<file path="src/verilog/ssw_defines.vh">
// Offsets, field positions, reset values and timing for the supply and stop-watchdog supervisor
`ifndef SSW_DEFINES_VH
`define SSW_DEFINES_VH

`define SSW_CLK_PERIOD_NS   5
// Timing figures in ns
`define SSW_RD1_TIME_NS     10000000
`define SSW_UV_FILT_NS      4000
`define SSW_OV_FILT_NS      4000
`define SSW_CCP_TIME_NS     1000
// Least times round up to whole cycles
`define SSW_UV_FILT_CYC     ((`SSW_UV_FILT_NS + `SSW_CLK_PERIOD_NS - 1) / `SSW_CLK_PERIOD_NS)
`define SSW_OV_FILT_CYC     ((`SSW_OV_FILT_NS + `SSW_CLK_PERIOD_NS - 1) / `SSW_CLK_PERIOD_NS)
`define SSW_CCP_CYC         ((`SSW_CCP_TIME_NS + `SSW_CLK_PERIOD_NS - 1) / `SSW_CLK_PERIOD_NS)
`define SSW_RD1_CYC         ((`SSW_RD1_TIME_NS + `SSW_CLK_PERIOD_NS - 1) / `SSW_CLK_PERIOD_NS)

// Register byte offsets
`define SSW_HARDWARE_CONTROL_REG_ADDR    8'h00
`define SSW_WATCHDOG_CONTROL_REG_ADDR    8'h04
`define SSW_SUPPLY_STATUS_REG_ADDR   8'h08
`define SSW_DEV_STAT_ADDR   8'h0c

// hardware_control_reg fields
`define SSW_HW_ARM_BIT      0
`define SSW_HW_WAKE_BIT     1
`define SSW_HW_CHARGE_PUMP_ENABLE_BIT     2
`define SSW_HW_AREC_BIT     3
`define SSW_HW_HBM_LSB      4
`define SSW_HW_HBM_MSB      11
`define SSW_HARDWARE_CONTROL_REG_RST     12'h002

// watchdog_control_reg fields
`define SSW_WD_CONF_BIT     0

// supply_status_reg fields
`define SSW_ST_LS_UV        0
`define SSW_ST_LS_OV        1
`define SSW_ST_MS_UV        2
`define SSW_ST_MS_OV        3
`define SSW_ST_HIGHSIDE_SUPPLY_UNDERVOLT_FLAG        4
`define SSW_ST_HIGHSIDE_SUPPLY_OVERVOLT_FLAG        5

// device status fields
`define SSW_DS_POR_BIT      0
`define SSW_DS_WDOFF_BIT    1

// Device modes, supplied by the mode controller
`define SSW_MODE_INIT       2'h0
`define SSW_MODE_RESTART    2'h1
`define SSW_MODE_NORMAL     2'h2
`define SSW_MODE_STOP       2'h3

`endif

</file>
<file path="src/verilog/ssw_filter.v">
// Two-flop synchroniser followed by a persistence filter counter
`timescale 1ns/1ps
module ssw_filter #(
  parameter CYCLES = 1
) (
  // Clock and reset
  input  wire ref_clk_i,
  input  wire reset_i,
  // Raw comparator and gating
  input  wire raw_i,
  input  wire active_i,
  // Filtered condition
  output reg  filt_o
);

  reg        sync_a;
  reg        sync_b;
  reg [11:0] count;

  always @(posedge ref_clk_i) begin
    if (reset_i) begin
      sync_a <= 1'b0;
      sync_b <= 1'b0;
      count  <= 12'h000;
      filt_o <= 1'b0;
    end else begin
      sync_a <= raw_i;
      sync_b <= sync_a;
      // consecutive persistence
      if (!(sync_b && active_i)) begin
        count  <= 12'h000;
        filt_o <= 1'b0;
      end else if (count >= CYCLES[11:0] - 12'h001) begin
        filt_o <= 1'b1;
      end else begin
        count <= count + 12'h001;
      end
    end
  end

endmodule // ssw_filter

</file>
<file path="src/verilog/ssw_supervisor.v">
// Stop-mode watchdog gating, power-on reset hold-off and supply monitors
`timescale 1ns/1ps
`include "ssw_defines.vh"

// Function
// disable watchdog only from normal mode
// host writes both bits in order
// sequence error clears confirm bit
// trigger or normal return restarts watchdog
// restart clears arm; arm needs confirm
// bus wake restarts disabled watchdog
// wake-start bit changes only in normal
// bus wake interrupts, pulls receive low
// host re-disables via normal mode
// power-on flags and loads defaults
// reset output held until regulator delay
// logic supply loss resets internally
// logic undervoltage suspends diag, latches flag
// stop mode undervoltage only on load
// logic overvoltage discharges, stops pump, latches
// pump disabled keeps pump, bridge off
// overvoltage recovery per auto-recover bit
// motor undervoltage same shutdown sequence
// motor undervoltage recovery holds bridge
// motor overvoltage also when pump on
// pump restart needs enable, no pump UV; pump UV holds it only with motor OV flag set and auto-recover off
// high-side undervoltage sets own flag
// high-side overvoltage sets own flag
// long open window on watchdog start
// comparators filtered for full time
module ssw_supervisor #(
  parameter RD1_CYCLES = `SSW_RD1_CYC
) (
  // Clock and reset
  input  wire        ref_clk_i,
  input  wire        reset_i,
  // Register port
  input  wire [7:0]  addr_i,
  input  wire [31:0] wdata_i,
  input  wire        wr_i,
  input  wire        rd_i,
  output reg  [31:0] rdata_o,
  // Device mode
  input  wire [1:0]  mode_i,
  // Analog comparators, asynchronous
  input  wire        logic_supply_por_low_i,
  input  wire        main_reg_above_rt_i,
  input  wire        logic_supply_uv_i,
  input  wire        logic_supply_ov_i,
  input  wire        motor_supply_uv_i,
  input  wire        motor_supply_ov_i,
  input  wire        highside_supply_uv_i,
  input  wire        highside_supply_ov_i,
  input  wire        reg_peak_current_i,
  input  wire        reg_prewarn_i,
  input  wire        pump_above_uv_i,
  input  wire        pump_undervolt_flag_i,
  input  wire        bus_wake_i,
  // Watchdog and wake outputs
  output reg         wd_enabled_o,
  output reg         wd_long_window_o,
  output reg         wake_irq_o,
  output reg         can_receive_output_o,
  // Reset and regulator diagnosis
  output reg         reset_output_low_o,
  output reg         reg_short_diag_en_o,
  output reg         init_restart_o,
  // Bridge and pump control
  output reg  [3:0]  gate_discharge_o,
  output reg         charge_pump_on_o,
  output reg         passive_discharge_o,
  output reg         bridge_enable_o
);

  localparam ST_RUN  = 2'h0;
  localparam ST_DISC = 2'h1;
  localparam ST_OFF  = 2'h2;

  wire        por_low;
  wire        rt_ok;
  wire        wake_s;
  wire        ls_uv_f;
  wire        ls_ov_f;
  wire        ms_uv_f;
  wire        ms_ov_f;
  wire        highside_supply_undervolt_flag_f;
  wire        highside_supply_overvolt_flag_f;
  wire        rst;

  reg  [11:0] hardware_control_reg;
  reg         confirm;
  reg  [5:0]  sup_flags;
  reg         por_flag;
  reg  [1:0]  mode_q;
  reg         wake_q;
  reg  [21:0] rd1_cnt;
  reg  [1:0]  state;
  reg  [7:0]  ccp_cnt;

  wire        arm       = hardware_control_reg[`SSW_HW_ARM_BIT];
  wire        wake_en   = hardware_control_reg[`SSW_HW_WAKE_BIT];
  wire        cp_en     = hardware_control_reg[`SSW_HW_CHARGE_PUMP_ENABLE_BIT];
  wire        auto_rec  = hardware_control_reg[`SSW_HW_AREC_BIT];
  wire [7:0]  hb_mode   = hardware_control_reg[`SSW_HW_HBM_MSB:`SSW_HW_HBM_LSB];
  wire        is_normal = (mode_i == `SSW_MODE_NORMAL);
  wire        is_stop   = (mode_i == `SSW_MODE_STOP);
  wire        run_modes = !is_stop;
  wire        wr_hw     = wr_i && (addr_i == `SSW_HARDWARE_CONTROL_REG_ADDR);
  wire        wr_wd     = wr_i && (addr_i == `SSW_WATCHDOG_CONTROL_REG_ADDR);
  wire        wr_sup    = wr_i && (addr_i == `SSW_SUPPLY_STATUS_REG_ADDR);
  wire        wr_dev    = wr_i && (addr_i == `SSW_DEV_STAT_ADDR);
  wire        wd_off    = arm && confirm;
  wire        wake_rise = wake_s && !wake_q;

  // watchdog trigger in stop, or stop to normal
  wire        trig_stop  = wr_wd && is_stop;
  wire        leave_stop = (mode_q == `SSW_MODE_STOP) && is_normal;
  // wake start only while watchdog is disabled
  wire        wake_start = wake_rise && is_stop && wd_off && wake_en;
  wire        wd_clear   = trig_stop || leave_stop || wake_start;

  // stop mode keeps logic undervoltage only under load
  wire        ls_uv_act = run_modes || reg_peak_current_i || reg_prewarn_i;
  // motor overvoltage also watched while pump is enabled
  wire        ms_ov_act = run_modes || cp_en;
  wire        fault_now = ls_ov_f || ms_uv_f || ms_ov_f;

  integer i;
  reg [3:0] next_disc;

  // losing the logic supply acts as an internal reset
  ssw_filter #(.CYCLES(1)) u_por (
    .ref_clk_i (ref_clk_i),
    .reset_i   (reset_i),
    .raw_i     (logic_supply_por_low_i),
    .active_i  (1'b1),
    .filt_o    (por_low)
  );

  assign rst = reset_i || por_low;

  ssw_filter #(.CYCLES(1)) u_rt (
    .ref_clk_i (ref_clk_i),
    .reset_i   (rst),
    .raw_i     (main_reg_above_rt_i),
    .active_i  (1'b1),
    .filt_o    (rt_ok)
  );

  ssw_filter #(.CYCLES(1)) u_wake (
    .ref_clk_i (ref_clk_i),
    .reset_i   (rst),
    .raw_i     (bus_wake_i),
    .active_i  (1'b1),
    .filt_o    (wake_s)
  );

  ssw_filter #(.CYCLES(`SSW_UV_FILT_CYC)) u_ls_uv (
    .ref_clk_i (ref_clk_i),
    .reset_i   (rst),
    .raw_i     (logic_supply_uv_i),
    .active_i  (ls_uv_act),
    .filt_o    (ls_uv_f)
  );

  ssw_filter #(.CYCLES(`SSW_OV_FILT_CYC)) u_ls_ov (
    .ref_clk_i (ref_clk_i),
    .reset_i   (rst),
    .raw_i     (logic_supply_ov_i),
    .active_i  (run_modes),
    .filt_o    (ls_ov_f)
  );

  ssw_filter #(.CYCLES(`SSW_UV_FILT_CYC)) u_ms_uv (
    .ref_clk_i (ref_clk_i),
    .reset_i   (rst),
    .raw_i     (motor_supply_uv_i),
    .active_i  (run_modes),
    .filt_o    (ms_uv_f)
  );

  ssw_filter #(.CYCLES(`SSW_OV_FILT_CYC)) u_ms_ov (
    .ref_clk_i (ref_clk_i),
    .reset_i   (rst),
    .raw_i     (motor_supply_ov_i),
    .active_i  (ms_ov_act),
    .filt_o    (ms_ov_f)
  );

  // High-side comparators have no filter time, one-cycle persistence
  ssw_filter #(.CYCLES(1)) u_highside_supply_undervolt_flag (
    .ref_clk_i (ref_clk_i),
    .reset_i   (rst),
    .raw_i     (highside_supply_uv_i),
    .active_i  (1'b1),
    .filt_o    (highside_supply_undervolt_flag_f)
  );

  ssw_filter #(.CYCLES(1)) u_highside_supply_overvolt_flag (
    .ref_clk_i (ref_clk_i),
    .reset_i   (rst),
    .raw_i     (highside_supply_ov_i),
    .active_i  (1'b1),
    .filt_o    (highside_supply_overvolt_flag_f)
  );

  // Half-bridges in mode 01 or 10 get active discharge
  always @* begin
    next_disc = 4'h0;
    for (i = 0; i < 4; i = i + 1) begin
      // only driven bridge modes
      next_disc[i] = hb_mode[2*i] ^ hb_mode[2*i+1];
    end
  end

  // Control registers and the disable sequence
  always @(posedge ref_clk_i) begin
    if (rst) begin
      // every register back to its default
      hardware_control_reg <= `SSW_HARDWARE_CONTROL_REG_RST;
      confirm <= 1'b0;
      mode_q  <= `SSW_MODE_INIT;
      wake_q  <= 1'b0;
    end else begin
      mode_q <= mode_i;
      wake_q <= wake_s;
      if (wd_clear) begin
        // both disable bits dropped on restart
        hardware_control_reg[`SSW_HW_ARM_BIT] <= 1'b0;
        confirm                  <= 1'b0;
      end else if (wr_wd && is_normal) begin
        // sequence accepted in normal mode only
        if (wdata_i[`SSW_WD_CONF_BIT]) begin
          confirm <= 1'b1;
          // starting again drops a stale arm bit
          hardware_control_reg[`SSW_HW_ARM_BIT] <= 1'b0;
        end else begin
          // out-of-order write aborts the sequence
          confirm <= 1'b0;
        end
      end else if (wr_hw && is_normal) begin
        // arm refused until confirm is set
        // confirm must already stand
        hardware_control_reg[`SSW_HW_ARM_BIT] <= wdata_i[`SSW_HW_ARM_BIT] && confirm;
      end
      if (wr_hw) begin
        hardware_control_reg[`SSW_HW_CHARGE_PUMP_ENABLE_BIT] <= wdata_i[`SSW_HW_CHARGE_PUMP_ENABLE_BIT];
        hardware_control_reg[`SSW_HW_AREC_BIT] <= wdata_i[`SSW_HW_AREC_BIT];
        hardware_control_reg[`SSW_HW_HBM_MSB:`SSW_HW_HBM_LSB] <= wdata_i[`SSW_HW_HBM_MSB:`SSW_HW_HBM_LSB];
        // wake-start bit frozen outside normal mode
        if (is_normal) begin
          hardware_control_reg[`SSW_HW_WAKE_BIT] <= wdata_i[`SSW_HW_WAKE_BIT];
        end
      end
    end
  end

  // Watchdog and wake signalling
  always @(posedge ref_clk_i) begin
    if (rst) begin
      wd_enabled_o         <= 1'b1;
      wd_long_window_o     <= 1'b0;
      wake_irq_o           <= 1'b0;
      can_receive_output_o <= 1'b1;
    end else begin
      wd_enabled_o     <= !(wd_off && is_stop);
      // long open window on restart from disabled and on every stop-to-normal exit
      wd_long_window_o <= (wd_clear && wd_off) || leave_stop;
      // wake interrupt and receive line low
      wake_irq_o <= wake_rise && is_stop;
      if (wake_rise && is_stop) begin
        can_receive_output_o <= 1'b0;
      end else if (!is_stop) begin
        can_receive_output_o <= 1'b1;
      end
    end
  end

  // Power-on flag and reset hold-off
  always @(posedge ref_clk_i) begin
    if (rst) begin
      // power-on flag set on supply rise
      por_flag           <= 1'b1;
      rd1_cnt            <= 22'h000000;
      reset_output_low_o <= 1'b0;
      init_restart_o     <= 1'b1;
    end else begin
      init_restart_o <= 1'b0;
      if (wr_dev && wdata_i[`SSW_DS_POR_BIT]) begin
        por_flag <= 1'b0;
      end
      // release after threshold plus delay
      if (!reset_output_low_o && rt_ok) begin
        if (rd1_cnt >= RD1_CYCLES[21:0] - 22'h000001) begin
          reset_output_low_o <= 1'b1;
        end else begin
          rd1_cnt <= rd1_cnt + 22'h000001;
        end
      end
    end
  end

  // Latched supply flags; a new event beats a clear
  always @(posedge ref_clk_i) begin
    if (rst) begin
      sup_flags           <= 6'h00;
      reg_short_diag_en_o <= 1'b1;
    end else begin
      // diagnosis resumes when undervoltage ends
      reg_short_diag_en_o <= !ls_uv_f;
      // cleared only by a status clear
      sup_flags[`SSW_ST_LS_UV] <= ls_uv_f ||
        (sup_flags[`SSW_ST_LS_UV] && !(wr_sup && wdata_i[`SSW_ST_LS_UV]));
      // logic overvoltage flag
      sup_flags[`SSW_ST_LS_OV] <= ls_ov_f ||
        (sup_flags[`SSW_ST_LS_OV] && !(wr_sup && wdata_i[`SSW_ST_LS_OV]));
      // motor undervoltage flag
      sup_flags[`SSW_ST_MS_UV] <= ms_uv_f ||
        (sup_flags[`SSW_ST_MS_UV] && !(wr_sup && wdata_i[`SSW_ST_MS_UV]));
      // motor overvoltage flag
      sup_flags[`SSW_ST_MS_OV] <= ms_ov_f ||
        (sup_flags[`SSW_ST_MS_OV] && !(wr_sup && wdata_i[`SSW_ST_MS_OV]));
      // clear refused while condition stands
      sup_flags[`SSW_ST_HIGHSIDE_SUPPLY_UNDERVOLT_FLAG] <= highside_supply_undervolt_flag_f ||
        (sup_flags[`SSW_ST_HIGHSIDE_SUPPLY_UNDERVOLT_FLAG] && !(wr_sup && wdata_i[`SSW_ST_HIGHSIDE_SUPPLY_UNDERVOLT_FLAG]));
      // same for high-side overvoltage
      sup_flags[`SSW_ST_HIGHSIDE_SUPPLY_OVERVOLT_FLAG] <= highside_supply_overvolt_flag_f ||
        (sup_flags[`SSW_ST_HIGHSIDE_SUPPLY_OVERVOLT_FLAG] && !(wr_sup && wdata_i[`SSW_ST_HIGHSIDE_SUPPLY_OVERVOLT_FLAG]));
    end
  end

  // Shutdown: discharge gates, then pump off, then wait for recovery
  always @(posedge ref_clk_i) begin
    if (rst) begin
      state               <= ST_RUN;
      ccp_cnt             <= 8'h00;
      gate_discharge_o    <= 4'h0;
      charge_pump_on_o    <= 1'b0;
      passive_discharge_o <= 1'b0;
      bridge_enable_o     <= 1'b0;
    end else begin
      case (state)
        ST_RUN: begin
          // fault starts the shutdown order
          // motor undervoltage same order
          if (fault_now) begin
            state            <= ST_DISC;
            ccp_cnt          <= 8'h00;
            gate_discharge_o <= next_disc;
            bridge_enable_o  <= 1'b0;
          end else begin
            // pump held by its own undervoltage only with motor OV flag set and auto-recover off
            // pump disabled keeps pump and bridge off, passive discharge on
            charge_pump_on_o <= cp_en && !(pump_undervolt_flag_i && !auto_rec &&
                                           sup_flags[`SSW_ST_MS_OV]);
            passive_discharge_o <= !cp_en;
            // auto-recover ignores overvoltage flags
            // bridge waits for motor UV flag clear
            bridge_enable_o <= cp_en && pump_above_uv_i && !sup_flags[`SSW_ST_MS_UV] &&
                               (auto_rec || !(sup_flags[`SSW_ST_LS_OV] || sup_flags[`SSW_ST_MS_OV]));
          end
        end
        ST_DISC: begin
          // Discharge lasts the cross-current protect time
          if (ccp_cnt >= `SSW_CCP_CYC - 8'h01) begin
            state               <= ST_OFF;
            gate_discharge_o    <= 4'h0;
            charge_pump_on_o    <= 1'b0;
            passive_discharge_o <= 1'b1;
          end else begin
            ccp_cnt <= ccp_cnt + 8'h01;
          end
        end
        ST_OFF: begin
          // restart once every condition ends
          if (!fault_now) begin
            state <= ST_RUN;
          end
        end
        default: begin
          state <= ST_RUN;
        end
      endcase
    end
  end

  // Read data stand one cycle after the strobe
  always @(posedge ref_clk_i) begin
    if (rst) begin
      rdata_o <= 32'h00000000;
    end else if (rd_i) begin
      if (addr_i == `SSW_HARDWARE_CONTROL_REG_ADDR) begin
        rdata_o <= {20'h00000, hardware_control_reg};
      end else if (addr_i == `SSW_WATCHDOG_CONTROL_REG_ADDR) begin
        rdata_o <= {31'h00000000, confirm};
      end else if (addr_i == `SSW_SUPPLY_STATUS_REG_ADDR) begin
        rdata_o <= {26'h0000000, sup_flags};
      end else if (addr_i == `SSW_DEV_STAT_ADDR) begin
        rdata_o <= {28'h0000000, state, wd_off, por_flag};
      end else begin
        rdata_o <= 32'h00000000;
      end
    end else begin
      rdata_o <= 32'h00000000;
    end
  end

endmodule // ssw_supervisor

</file>
<file path="config.mk">
export PLATFORM = sky130hd
export DESIGN_NAME = ssw_supervisor
export DESIGN_NICKNAME = d
export VERILOG_FILES = /design/src/verilog/ssw_filter.v /design/src/verilog/ssw_supervisor.v
export VERILOG_INCLUDE_DIRS = /design/src /design/src/verilog
export SDC_FILE = /design/constraint.sdc
export NUM_CORES = 1
export LEC_CHECK = 0
export ABC_AREA = 1
export ABC_CLOCK_PERIOD_IN_PS = 4900
export BUFFER_PORTS_ARGS = -buffer_cell sky130_fd_sc_hd__clkbuf_2
export CAP_MARGIN = 20
export CORE_MARGIN = 2
export CORE_UTILIZATION = 62
export DETAILED_ROUTE_END_ITERATION = 8
export PLACE_DENSITY = 0.85
export SLEW_MARGIN = 10
export SYNTH_ARGS = -nofsm -noshare
export SYNTH_HDL_FRONTEND = slang
export SYNTH_HIERARCHICAL = 1
export SYNTH_SLANG_ARGS = --single-unit
export TNS_END_PERCENT = 10
</file>
<file path="constraint.sdc">
create_clock -name ref_clk_i -period 4.9 [get_ports ref_clk_i]
set_clock_uncertainty 0.15 [all_clocks]
set_input_delay 1.225 -clock ref_clk_i [delete_from_list [all_inputs] [get_ports ref_clk_i]]
set_output_delay 1.225 -clock ref_clk_i [all_outputs]
set_load 0.005 [all_outputs]
</file>
==> out/qor.csv, run 1 <==
metric,value,unit
outcome,"finished, violations left",
failing checks,design-rule violations,
hpwl dp,11000,µm
Syn Inst Count,1054,
HP Class,register to register,
largest net degree at the start of global routing,39,
switching pwr,0.000552,W
Vias/cell,5.26,
Post-CTS Setup Bufs,0,
Seq cells post-synth,156,
CTS max path bufs,2,
Worst EP required,5.03,ns
register area share after synthesis,41.0,%
"Worst Path Class, Setup",primary input to register,
post-synthesis xor/xnor area fraction,2.19,%
most frequent cells in the layout,"nand2_1, dfxtp_1, nor2_1",
f_max,386,MHz
Netlist Area Pre-Place,0.00761,mm²
"most common cell after layout, fill and taps aside",nand2_1,
Worst Tran Pin Value,0.979,ns
Initial Util,63.4,%
crit path max fanout,20,
Worst Path Arrival,2.73,ns
row cnt,40,
Final Setup Violations,0,
largest family of logic cells by synthesized area,simple AND/OR/NAND/NOR gates,
WHS,0.254,ns
I/O pin total,105,
latest clock arrival within the worst-skew pair,0.42,ns
reg2reg end,rd1_cnt[2]$_SDFFE_PP0P_,
global-route wire length before repair,27200,µm
worst stage delay on the critical path,0.42,ns
CTS buffer count,17,
post-synthesis adder-cell area fraction,0.987,%
compound-gate portion of the synthesized area,11.1,%
power share of the combinational group,2.8,%
Post-DRT Antenna Nets,0,
Clock Sinks,156,
setup_tns,0,ns
crit path launch type,primary input,
initial antenna violation count,0,
minimum clock period,2.59,ns
Die Y,115,µm
layout cells sized above 1,17.7,%
Register-to-Register Path Depth,7,
grt total ovfl,0,
TritonCTS clock tree,built,
internal power,0.00205,W
synth unique cells,37,
"Top cell by count, worst path",nor2_2,
CP Launch Point,addr_i[1],
sw frac,21.2,%
Ant. Diodes,0,
mux share of post-synthesis cell area,0,%
sequential power share,49.3,%
max-cap check violation count,0,
PwrDens,306,mW/mm²
Final Net Count,1190,
RSZ-0062 raised after global routing,false,
Final Hold Viols,0,
relative slew slack,34.5,%
H-tree depth,4,
post-synthesis average cell area,7.22,µm²
gr usage total,25.4,%
Horiz. Die Dim,115,µm
clk slew on worst S/H paths,0.06,ns
core area,0.0120,mm²
kind of end point of the critical path,register,
R2R Path Start,rd1_cnt[0]$_SDFFE_PP0P_,
CP cell instances,clkbuf_2 -> nor2_2 -> nand3_1 -> nor2_2 -> nand2_1 -> o21ai_0 -> a21oi_1,
Routed WL,16100,µm
YS warnings,6,
Yosys top cell area share,41.0,%
PostCTS Resize Cnt,0,
largest reg by FF count,rd1_cnt,
vias in the first global route,6245,
P&R area growth vs syn,12.0,%
hold_buf cts,0,
I/O Buffers,64,
cell accounting for the most synthesized area,dfxtp_1,
Reg2Reg Setup Slack,2.35,ns
detailed-route via count,6752,
Tcrit/Tclk final,52.9,%
RePlAce Congestion,0.925,
TritonRoute pass-1 iters,7,
routed length per instance,12.5,µm
Iteration-0 DRC Markers,573,
Clk pwr share,47.9,%
Area contributors post-synth,"dfxtp_1, nand2_1, nor2_1",
"Slew Viols, Final",0,
Worst Setup EP,hardware_control_reg[7]$_SDFFE_PP0N_,
cell with the largest stage delay on the worst path,nand2_1,
Worst VDD drop,0.000332,V
leakage power,3.35,nW
die footprint,0.0132,mm²
post-synthesis simple-gate area fraction,34.4,%
DRC Markers,2,
max reg flops,22,
CTS root buf,clkbuf_16,
worst max-delay path: cells and delay by family:
family / cells / cell delay, ns
AO/OA/AOI/OAI: 2 / 0.45
buffers and inverters: 1 / 0.09
AND/OR/NAND/NOR: 4 / 0.96
stage by stage:
stage / power [W] / instances / utilization, % / setup WS [ns] / cell area, µm²
3_3_place_gp: 0.00138 / 1253 / 66.2 / 2.02 / 7950
5_1_grt: 0.00270 / 1284 / 70.9 / 2.17 / 8520
3_5_place_dp: 0.00138 / 1253 / 66.2 / 1.98 / 7950
4_1_cts: 0.00263 / 1284 / 70.9 / 2.36 / 8520
6_report: 0.00260 / 1284 / 70.9 / 2.31 / 8520
2_1_floorplan: 0.00136 / 1077 / - / 1.88 / 7700
kinds of logic (layout without fill, tap and decap cells):
family	after synthesis	count (layout)
and+or+nand+nor	557	557
buffers and inverters	171	231
DFF	156	156
AOI/OAI and AO/OA	143	143
xor gates and xnor gates	19	19
adders and majority gates	6	6
other	2	25
power by group through the flow:
stage | clock [W] | sequential, W | combinational, W
global placement | 0 | 0.00131 | 0.0000693
CTS | 0.00127 | 0.00128 | 0.0000717
finish | 0.00125 | 0.00128 | 0.0000720
floorplan | 0 | 0.00131 | 0.0000532
detailed placement | 0 | 0.00131 | 0.0000707
global route | 0.00133 | 0.00129 | 0.0000813
how the worst min path moves through the flow:
stage	from	endpoint	slack (ns)	depth (start not counted)
2_1_floorplan	u_ls_uv/filt_o$_SDFFE_PP0P_	reg_short_diag_en_o$_SDFF_PP1_	0.24	1
3_3_place_gp	u_por/sync_a$_SDFF_PP0_	u_por/sync_b$_SDFF_PP0_	0.24	2
3_5_place_dp	u_ls_ov/sync_a$_SDFF_PP0_	u_ls_ov/sync_b$_SDFF_PP0_	0.25	2
4_1_cts	u_ls_ov/sync_a$_SDFF_PP0_	u_ls_ov/sync_b$_SDFF_PP0_	0.26	2
5_1_grt	u_por/sync_a$_SDFF_PP0_	u_por/sync_b$_SDFF_PP0_	0.28	2
6_report	u_por/sync_a$_SDFF_PP0_	u_por/sync_b$_SDFF_PP0_	0.25	2
final cells by class:
class | count | area [µm²]
clock buffers | 22 | 484
clock inverters | 9 | 86.3
fillers | 975 | 3490
inverters | 133 | 499
multi-input cells | 750 | 3800
flip-flops and latches | 156 | 3120
well taps | 147 | 184
repair buffers | 67 | 343
metal layers:
metal  global-route usage, %  routed length (µm)  share of wire, %  up-vias
li1                        -                   -                 -     3449
met1                    30.6                7100                44     3065
met2                    43.9                7710                48      209
met3                    6.80                 954               5.9       29
met4                    8.84                 325               2.0        0
met5                       0                   0                 0        -
synth_stat cells:
master and count:
buf_4 21, inv_1 121, nand4_1 13, o21ai_0 36
nand2_4 9, and3_1 1, a21oi_2 28, a211oi_1 1
conb_1 2, a21o_1 1, nand3b_1 2, nand2_1 253
clkinv_1 2, a41oi_1 1, o211ai_1 1, buf_6 2
buf_12 2, xor2_1 19, nor2_1 135, o21bai_1 5
inv_2 10, buf_2 1, nor2_4 13, nor2_8 1
nor3b_1 1, dfxtp_1 156, nand3_2 23, clkbuf_4 1
a21oi_1 69, clkbuf_1 11, nor4_1 1, nor2_2 10
nand3_1 78, nor3_1 9, nand2_2 8, ha_1 6
a31oi_1 1
Note: power is estimated with default switching activity, not from simulation.
==> inputs of run 2 (changes only) <==
- ABC_CLOCK_PERIOD_IN_PS: 4900 -> 2200
- CORE_UTILIZATION: 62 -> 52
- PLACE_DENSITY: 0.85 -> 0.76
- clock period: 4.9 -> 2.2 ns (I/O delays scaled with it)
==> run 2 against run 1 <==
Design area is 2.1% higher. Largest cell class unchanged. Power is 130% higher. First-iteration DRC count is 20% lower. Combinational power is 130% higher. Die area is 19% higher. Sequential cell count stayed put. Sequential share of layout area is 0.74 points lower. The flow now finishes without violations. Final cell count is 3.7% higher. Core utilization is 11 points lower. Non-clock buffer count is 11 higher.
==> out/qor.csv, run 2 (synthesis results as in run 1) <==
metric,value,unit,change
I/O pin total,105,,unchanged
crit path max fanout,22,,was 20
worst stage delay on the critical path,0.60,ns,was 0.42 ns
vias in the first global route,6072,,was 6245
TritonRoute pass-1 iters,5,,was 7
Area after DPL,0.00808,mm²,was 0.00795 mm²
Post-DRT Antenna Nets,0,,unchanged
PwrDens,696,mW/mm²,was 306 mW/mm²
CP cell instances,ha_1 -> nand2_4 -> nor2_8 -> nand3_2 -> nor2_4 -> nor2_4 -> nand3_2 -> a21oi_2,,was clkbuf_2 -> nor2_2 -> nand3_1 -> nor2_2 -> nand2_1 -> o21ai_0 -> a21oi_1
global-route wire length before repair,26900,µm,was 27200 µm
TritonCTS clock tree,built,,unchanged
row cnt,44,,was 40
"most common cell after layout, fill and taps aside",nand2_1,,unchanged
Iteration-0 DRC Markers,457,,was 573
I/O Buffers,64,,unchanged
Final Non-Filler Cells,1332,,was 1284
PostCTS Resize Cnt,0,,unchanged
Final Hold Viols,0,,unchanged
most frequent cells in the layout,"nand2_1, dfxtp_1, nor2_1",,unchanged
RePlAce Congestion,0.906,,was 0.925
Worst VDD drop,0.000580,V,was 0.000332 V
Die Y,125,µm,was 115 µm
gr usage total,20.7,%,was 25.4%
initial antenna violation count,0,,unchanged
relative slew slack,49.3,%,was 34.5%
Final Net Count,1201,,was 1190
P&R area growth vs syn,14.3,%,was 12.0%
final core occ,60.3,%,was 70.9%
Placed Cells incl. Taps,1301,,was 1253
layout cells sized above 1,18.6,%,was 17.7%
Worst Path Arrival,2.28,ns,was 2.73 ns
core area,0.0144,mm²,was 0.0120 mm²
Routed WL,15700,µm,was 16100 µm
Vias/cell,4.98,,was 5.26
post-route cell area,0.00870,mm²,was 0.00852 mm²
CTS max path bufs,2,,unchanged
"Worst Path Class, Setup",register to register,,was primary input to register
largest net degree at the start of global routing,25,,was 39
Clock Sinks,156,,unchanged
DRC Markers,0,,was 2
outcome,finished clean,,"was finished, violations left"
Initial Util,52.8,%,was 63.4%
Tcrit/Tclk final,93.9,%,
HP Class,primary input to register,,was register to register
Ant. Diodes,0,,unchanged
cell with the largest stage delay on the worst path,nor2_4,,was nand2_1
Post-CTS Setup Bufs,0,,unchanged
max reg flops,22,,unchanged
grt total ovfl,0,,unchanged
Worst Tran Pin Value,0.759,ns,was 0.979 ns
hpwl dp,11200,µm,was 11000 µm
CTS root buf,clkbuf_16,,unchanged
WHS,0.157,ns,was 0.254 ns
die footprint,0.0156,mm²,was 0.0132 mm²
setup_tns,0,ns,unchanged
Horiz. Die Dim,125,µm,was 115 µm
H-tree depth,4,,unchanged
Worst EP required,2.42,ns,was 5.03 ns
"Slew Viols, Final",0,,unchanged
leakage power,3.42,nW,was 3.35 nW
kind of end point of the critical path,register,,unchanged
clk slew on worst S/H paths,0.06,ns,about the same
crit path launch type,register,,was primary input
CTS buffer count,17,,unchanged
hold_buf cts,0,,unchanged
Final Setup Violations,0,,unchanged
latest clock arrival within the worst-skew pair,0.43,ns,was 0.42 ns
largest reg by FF count,rd1_cnt,,unchanged
RSZ-0062 raised after global routing,false,,unchanged
max-cap check violation count,0,,unchanged
routed length per instance,11.8,µm,was 12.5 µm
f_max,484,MHz,
detailed-route via count,6634,,was 6752
minimum clock period,2.06,ns,
[run 2: through the flow]
step	power [W]	setup slack, ns
finish	0.00606	0.135
global route	0.00625	0.00741
CTS	0.00611	0.131
detailed placement	0.00309	0.160
global placement	0.00309	0.194
floorplan	0.00304	0.0522
[run 2: routing by layer]
layer	global-route usage, %	vias up	wire length [µm]
met2	34.9	173	7480
met4	6.86	0	231
met1	25.9	2974	7210
met5	0	-	0
li1	-	3465	-
met3	5.31	22	744
[run 2: layout make-up]
type	count	area, µm²
Clock buffer	17	425
Multi-Input combinational cell	750	3810
Timing Repair Buffer	78	425
Tap cell	184	230
Clock inverter	14	186
Inverter	133	499
Fill cell	1331	5730
Sequential cell	156	3120
[run 2: worst paths after layout]
kind / from / slack, ns / cells past startpoint / end
worst max-delay path: rd1_cnt[1]$_SDFFE_PP0P_ / 0.14 / 8 / rd1_cnt[2]$_SDFFE_PP0P_
worst min-delay path: logic_supply_uv_i / 0.16 / 3 / u_ls_uv/sync_a$_SDFF_PP0_
worst max register to register: rd1_cnt[1]$_SDFFE_PP0P_ / 0.14 / 8 / rd1_cnt[2]$_SDFFE_PP0P_
worst min register to register: u_wake/sync_a$_SDFF_PP0_ / 0.25 / 2 / u_wake/sync_b$_SDFF_PP0_
[run 2: worst max-delay path, delay by kind of cell, from the launching register on]
kind | cells | cell delay [ns]
AO/OA/AOI/OAI | 1 | 0.17
flip-flops | 1 | 0.35
adder cells (fa/ha/maj) | 1 | 0.24
AND/OR/NAND/NOR | 6 | 1.07
[run 2: report_power, final]
part / internal, W / switching (W)
clock: 0.00180 / 0.00122
combinational: 0.0000567 / 0.000111
sequential: 0.00285 / 0.0000109
==> inputs of run 3 (changes only) <==
- ABC_AREA: 1 -> not set
- CAP_MARGIN: 20 -> 5
- CORE_UTILIZATION: 52 -> 51
- MAX_ROUTING_LAYER: not set -> met4
==> run 3 against run 2 <==
Combinational power increased by 5%. Global-route usage up 1.2 points. Largest cell class unchanged. Sequential cell count did not move.
==> out/qor.csv, run 3 <==
metric,value,unit,change
relative slew slack,44.1,%,was 49.3%
detailed-route via count,5522,,was 6634
compound-gate portion of the synthesized area,14.5,%,was 11.1%
Post-synth EDFFs,0,,unchanged
synth cell count leaders,"dfxtp_1, nor2_1, a21oi_1",,"was nand2_1, dfxtp_1, nor2_1"
asr flop ratio synth,0,%,unchanged
H-tree depth,4,,unchanged
Initial Util,52.5,%,was 52.8%
max-cap check violation count,0,,unchanged
M1 wire length,6680,µm,was 7210 µm
leakage power,3.09,nW,was 3.42 nW
post-synthesis simple-gate area fraction,26.8,%,was 34.4%
routed length per instance,14.5,µm,was 11.8 µm
Yosys top cell area share,47.0,%,was 41.0%
PwrDens,763,mW/mm²,was 696 mW/mm²
max reg flops,22,,unchanged
TritonRoute pass-1 iters,7,,was 5
TritonCTS clock tree,built,,unchanged
post-synthesis adder-cell area fraction,1.13,%,was 0.987%
CTS max path bufs,2,,unchanged
Final Net Count,871,,was 1201
Final Hold Viols,0,,unchanged
RSZ-0062 raised after global routing,true,,was false
Vias/cell,5.58,,was 4.98
most frequent cells in the layout,"dfxtp_1, nor2_1, clkbuf_2",,"was nand2_1, dfxtp_1, nor2_1"
I/O Buffers,64,,unchanged
"Slew Viols, Final",0,,unchanged
Tcrit/Tclk final,94.9,%,was 93.9%
row cnt,41,,was 44
crit path launch type,register,,unchanged
FF+latch area,0.00312,mm²,unchanged
I/O pin total,105,,unchanged
RePlAce Congestion,0.836,,was 0.906
Worst VDD drop,0.000687,V,was 0.000580 V
CTS root buf,clkbuf_16,,unchanged
cell with the most instances after synthesis,dfxtp_1,,was nand2_1
largest reg by FF count,rd1_cnt,,unchanged
layout cells sized above 1,18.1,%,was 18.6%
gr usage total,21.9,%,was 20.7%
cell accounting for the most synthesized area,dfxtp_1,,unchanged
core area,0.0127,mm²,was 0.0144 mm²
synth unique cells,57,,was 37
Syn Inst Count,721,,was 1054
CP Launch Point,ccp_cnt[1]$_SDFFE_PP0P_,,was rd1_cnt[1]$_SDFFE_PP0P_
Area contributors post-synth,"dfxtp_1, nor2_1, a21oi_1",,"was dfxtp_1, nand2_1, nor2_1"
largest family of logic cells by synthesized area,simple AND/OR/NAND/NOR gates,,unchanged
R2R Path Start,ccp_cnt[1]$_SDFFE_PP0P_,,was rd1_cnt[1]$_SDFFE_PP0P_
latest clock arrival within the worst-skew pair,0.42,ns,was 0.43 ns
post-synthesis xor/xnor area fraction,2.63,%,was 2.19%
Ant. Diodes,0,,unchanged
initial antenna violation count,0,,unchanged
kind of end point of the critical path,register,,unchanged
clk slew on worst S/H paths,0.06,ns,about the same
hpwl dp,10400,µm,was 11200 µm
die footprint,0.0140,mm²,was 0.0156 mm²
Met3 Routed Length,651,µm,was 744 µm
register area share after synthesis,47.0,%,was 41.0%
f_max,479,MHz,was 484 MHz
minimum clock period,2.09,ns,was 2.06 ns
global-route wire length before repair,24700,µm,was 26900 µm
Worst Path Arrival,2.24,ns,was 2.28 ns
hold wc startpoint,bus_wake_i,,was logic_supply_uv_i
Final Non-Filler Cells,990,,was 1332
Seq cells post-synth,156,,unchanged
Placed Cells incl. Taps,957,,was 1301
highest metal used,met4,,unchanged
area of the multi-input gates,0.00332,mm²,was 0.00381 mm²
Netlist Area Pre-Place,0.00665,mm²,was 0.00761 mm²
hold_buf cts,0,,unchanged
met2 WL,6840,µm,was 7480 µm
Routed WL,14400,µm,was 15700 µm
DRC Markers,0,,unchanged
Final Setup Violations,0,,unchanged
CTS buffer count,17,,unchanged
Worst EP required,2.35,ns,was 2.42 ns
Die Y,118,µm,was 125 µm
Post-DRT Antenna Nets,0,,unchanged
FILL cells,1074,,was 1331
Final Total Pwr,0.00597,W,was 0.00606 W
"most common cell after layout, fill and taps aside",dfxtp_1,,was nand2_1
Clock Sinks,156,,unchanged
post-synthesis average cell area,9.23,µm²,was 7.22 µm²
commonest register cell after synthesis,dfxtp_1,,unchanged
final core occ,61.8,%,was 60.3%
Worst Tran Pin Value,0.833,ns,was 0.759 ns
setup_tns,0,ns,unchanged
"Worst Path Class, Setup",register to register,,unchanged
Horiz. Die Dim,118,µm,was 125 µm
mux share of post-synthesis cell area,3.22,%,was 0%
grt total ovfl,0,,unchanged
P&R area growth vs syn,17.6,%,was 14.3%
vias in the first global route,5380,,was 6072
largest net degree at the start of global routing,22,,was 25
outcome,finished clean,,unchanged
crit path max fanout,6,,was 22
Iteration-0 DRC Markers,423,,was 457
HP Class,primary input to register,,unchanged
YS warnings,6,,unchanged
## run 3: power breakdown
group | leakage, nW | switching [W] | internal [W] | total, W
Sequential | 1.26 | 0.00000965 | 0.00285 | 0.00286
Clock | 0.290 | 0.00107 | 0.00186 | 0.00294
Combinational | 1.54 | 0.000103 | 0.0000732 | 0.000176
Total | 3.09 | 0.00119 | 0.00479 | 0.00597
## run 3: layout make-up
| class | instances | share of cell area, % |
|---|---|---|
| Multi-Input combinational cell | 528 | 42.4 |
| Sequential cell | 156 | 39.9 |
| Timing Repair Buffer | 90 | 6.75 |
| Clock buffer | 24 | 6.16 |
| Tap cell | 172 | 2.75 |
| Clock inverter | 7 | 1.44 |
| Inverter | 13 | 0.624 |
## run 3: routing by layer
metal	track usage, %	up-vias
li1	-	2724
met1	27.2	2624
met2	35.1	152
met3	5.31	22
met4	7.38	0
met5	-	-
## run 3: timing repair
action / in CTS / in global routing
setup endpoints to repair: 0 / 5
gates resized for setup: 0 / 2
setup buffers: 0 / 2
## run 3: worst max-delay path: stages (launching register included)
cell      delay [ns]
dfxtp_1         0.34
ha_1            0.24
a2111o_1        0.45
a311oi_4        0.43
nand3_1         0.16
xor2_1          0.16
nor2_1          0.05
## run 3: path summary, 6_finish.rpt
check                              endpoint  slack, ns  depth (start not counted)
max                 ccp_cnt[6]$_SDFFE_PP0P_       0.11                          6
min                u_wake/sync_a$_SDFF_PP0_       0.19                          2
max reg2reg         ccp_cnt[6]$_SDFFE_PP0P_       0.11                          6
min reg2reg  reg_short_diag_en_o$_SDFF_PP1_       0.27                          1
## run 3: metrics by stage
stage,hold slack [ns],cell area (µm²),setup slack (ns)
2_1_floorplan,0.221,6750,0.00501
3_3_place_gp,0.257,7200,-0.0195
3_5_place_dp,0.260,7200,-0.0677
4_1_cts,0.177,7800,0.0371
5_1_grt,0.192,7830,-0.0614
6_report,0.192,7830,0.112
## run 3: logic make-up (layout without fill, tap and decap cells)
logic type / count (synthesis) / in the layout
multiplexers: 20 / 20
flip-flops: 156 / 156
other: 2 / 25
AO/OA/AOI/OAI: 149 / 149
XOR/XNOR: 20 / 20
adder cells (fa/ha/maj): 6 / 6
AND/OR/NAND/NOR: 308 / 308
buffers and inverters: 60 / 134
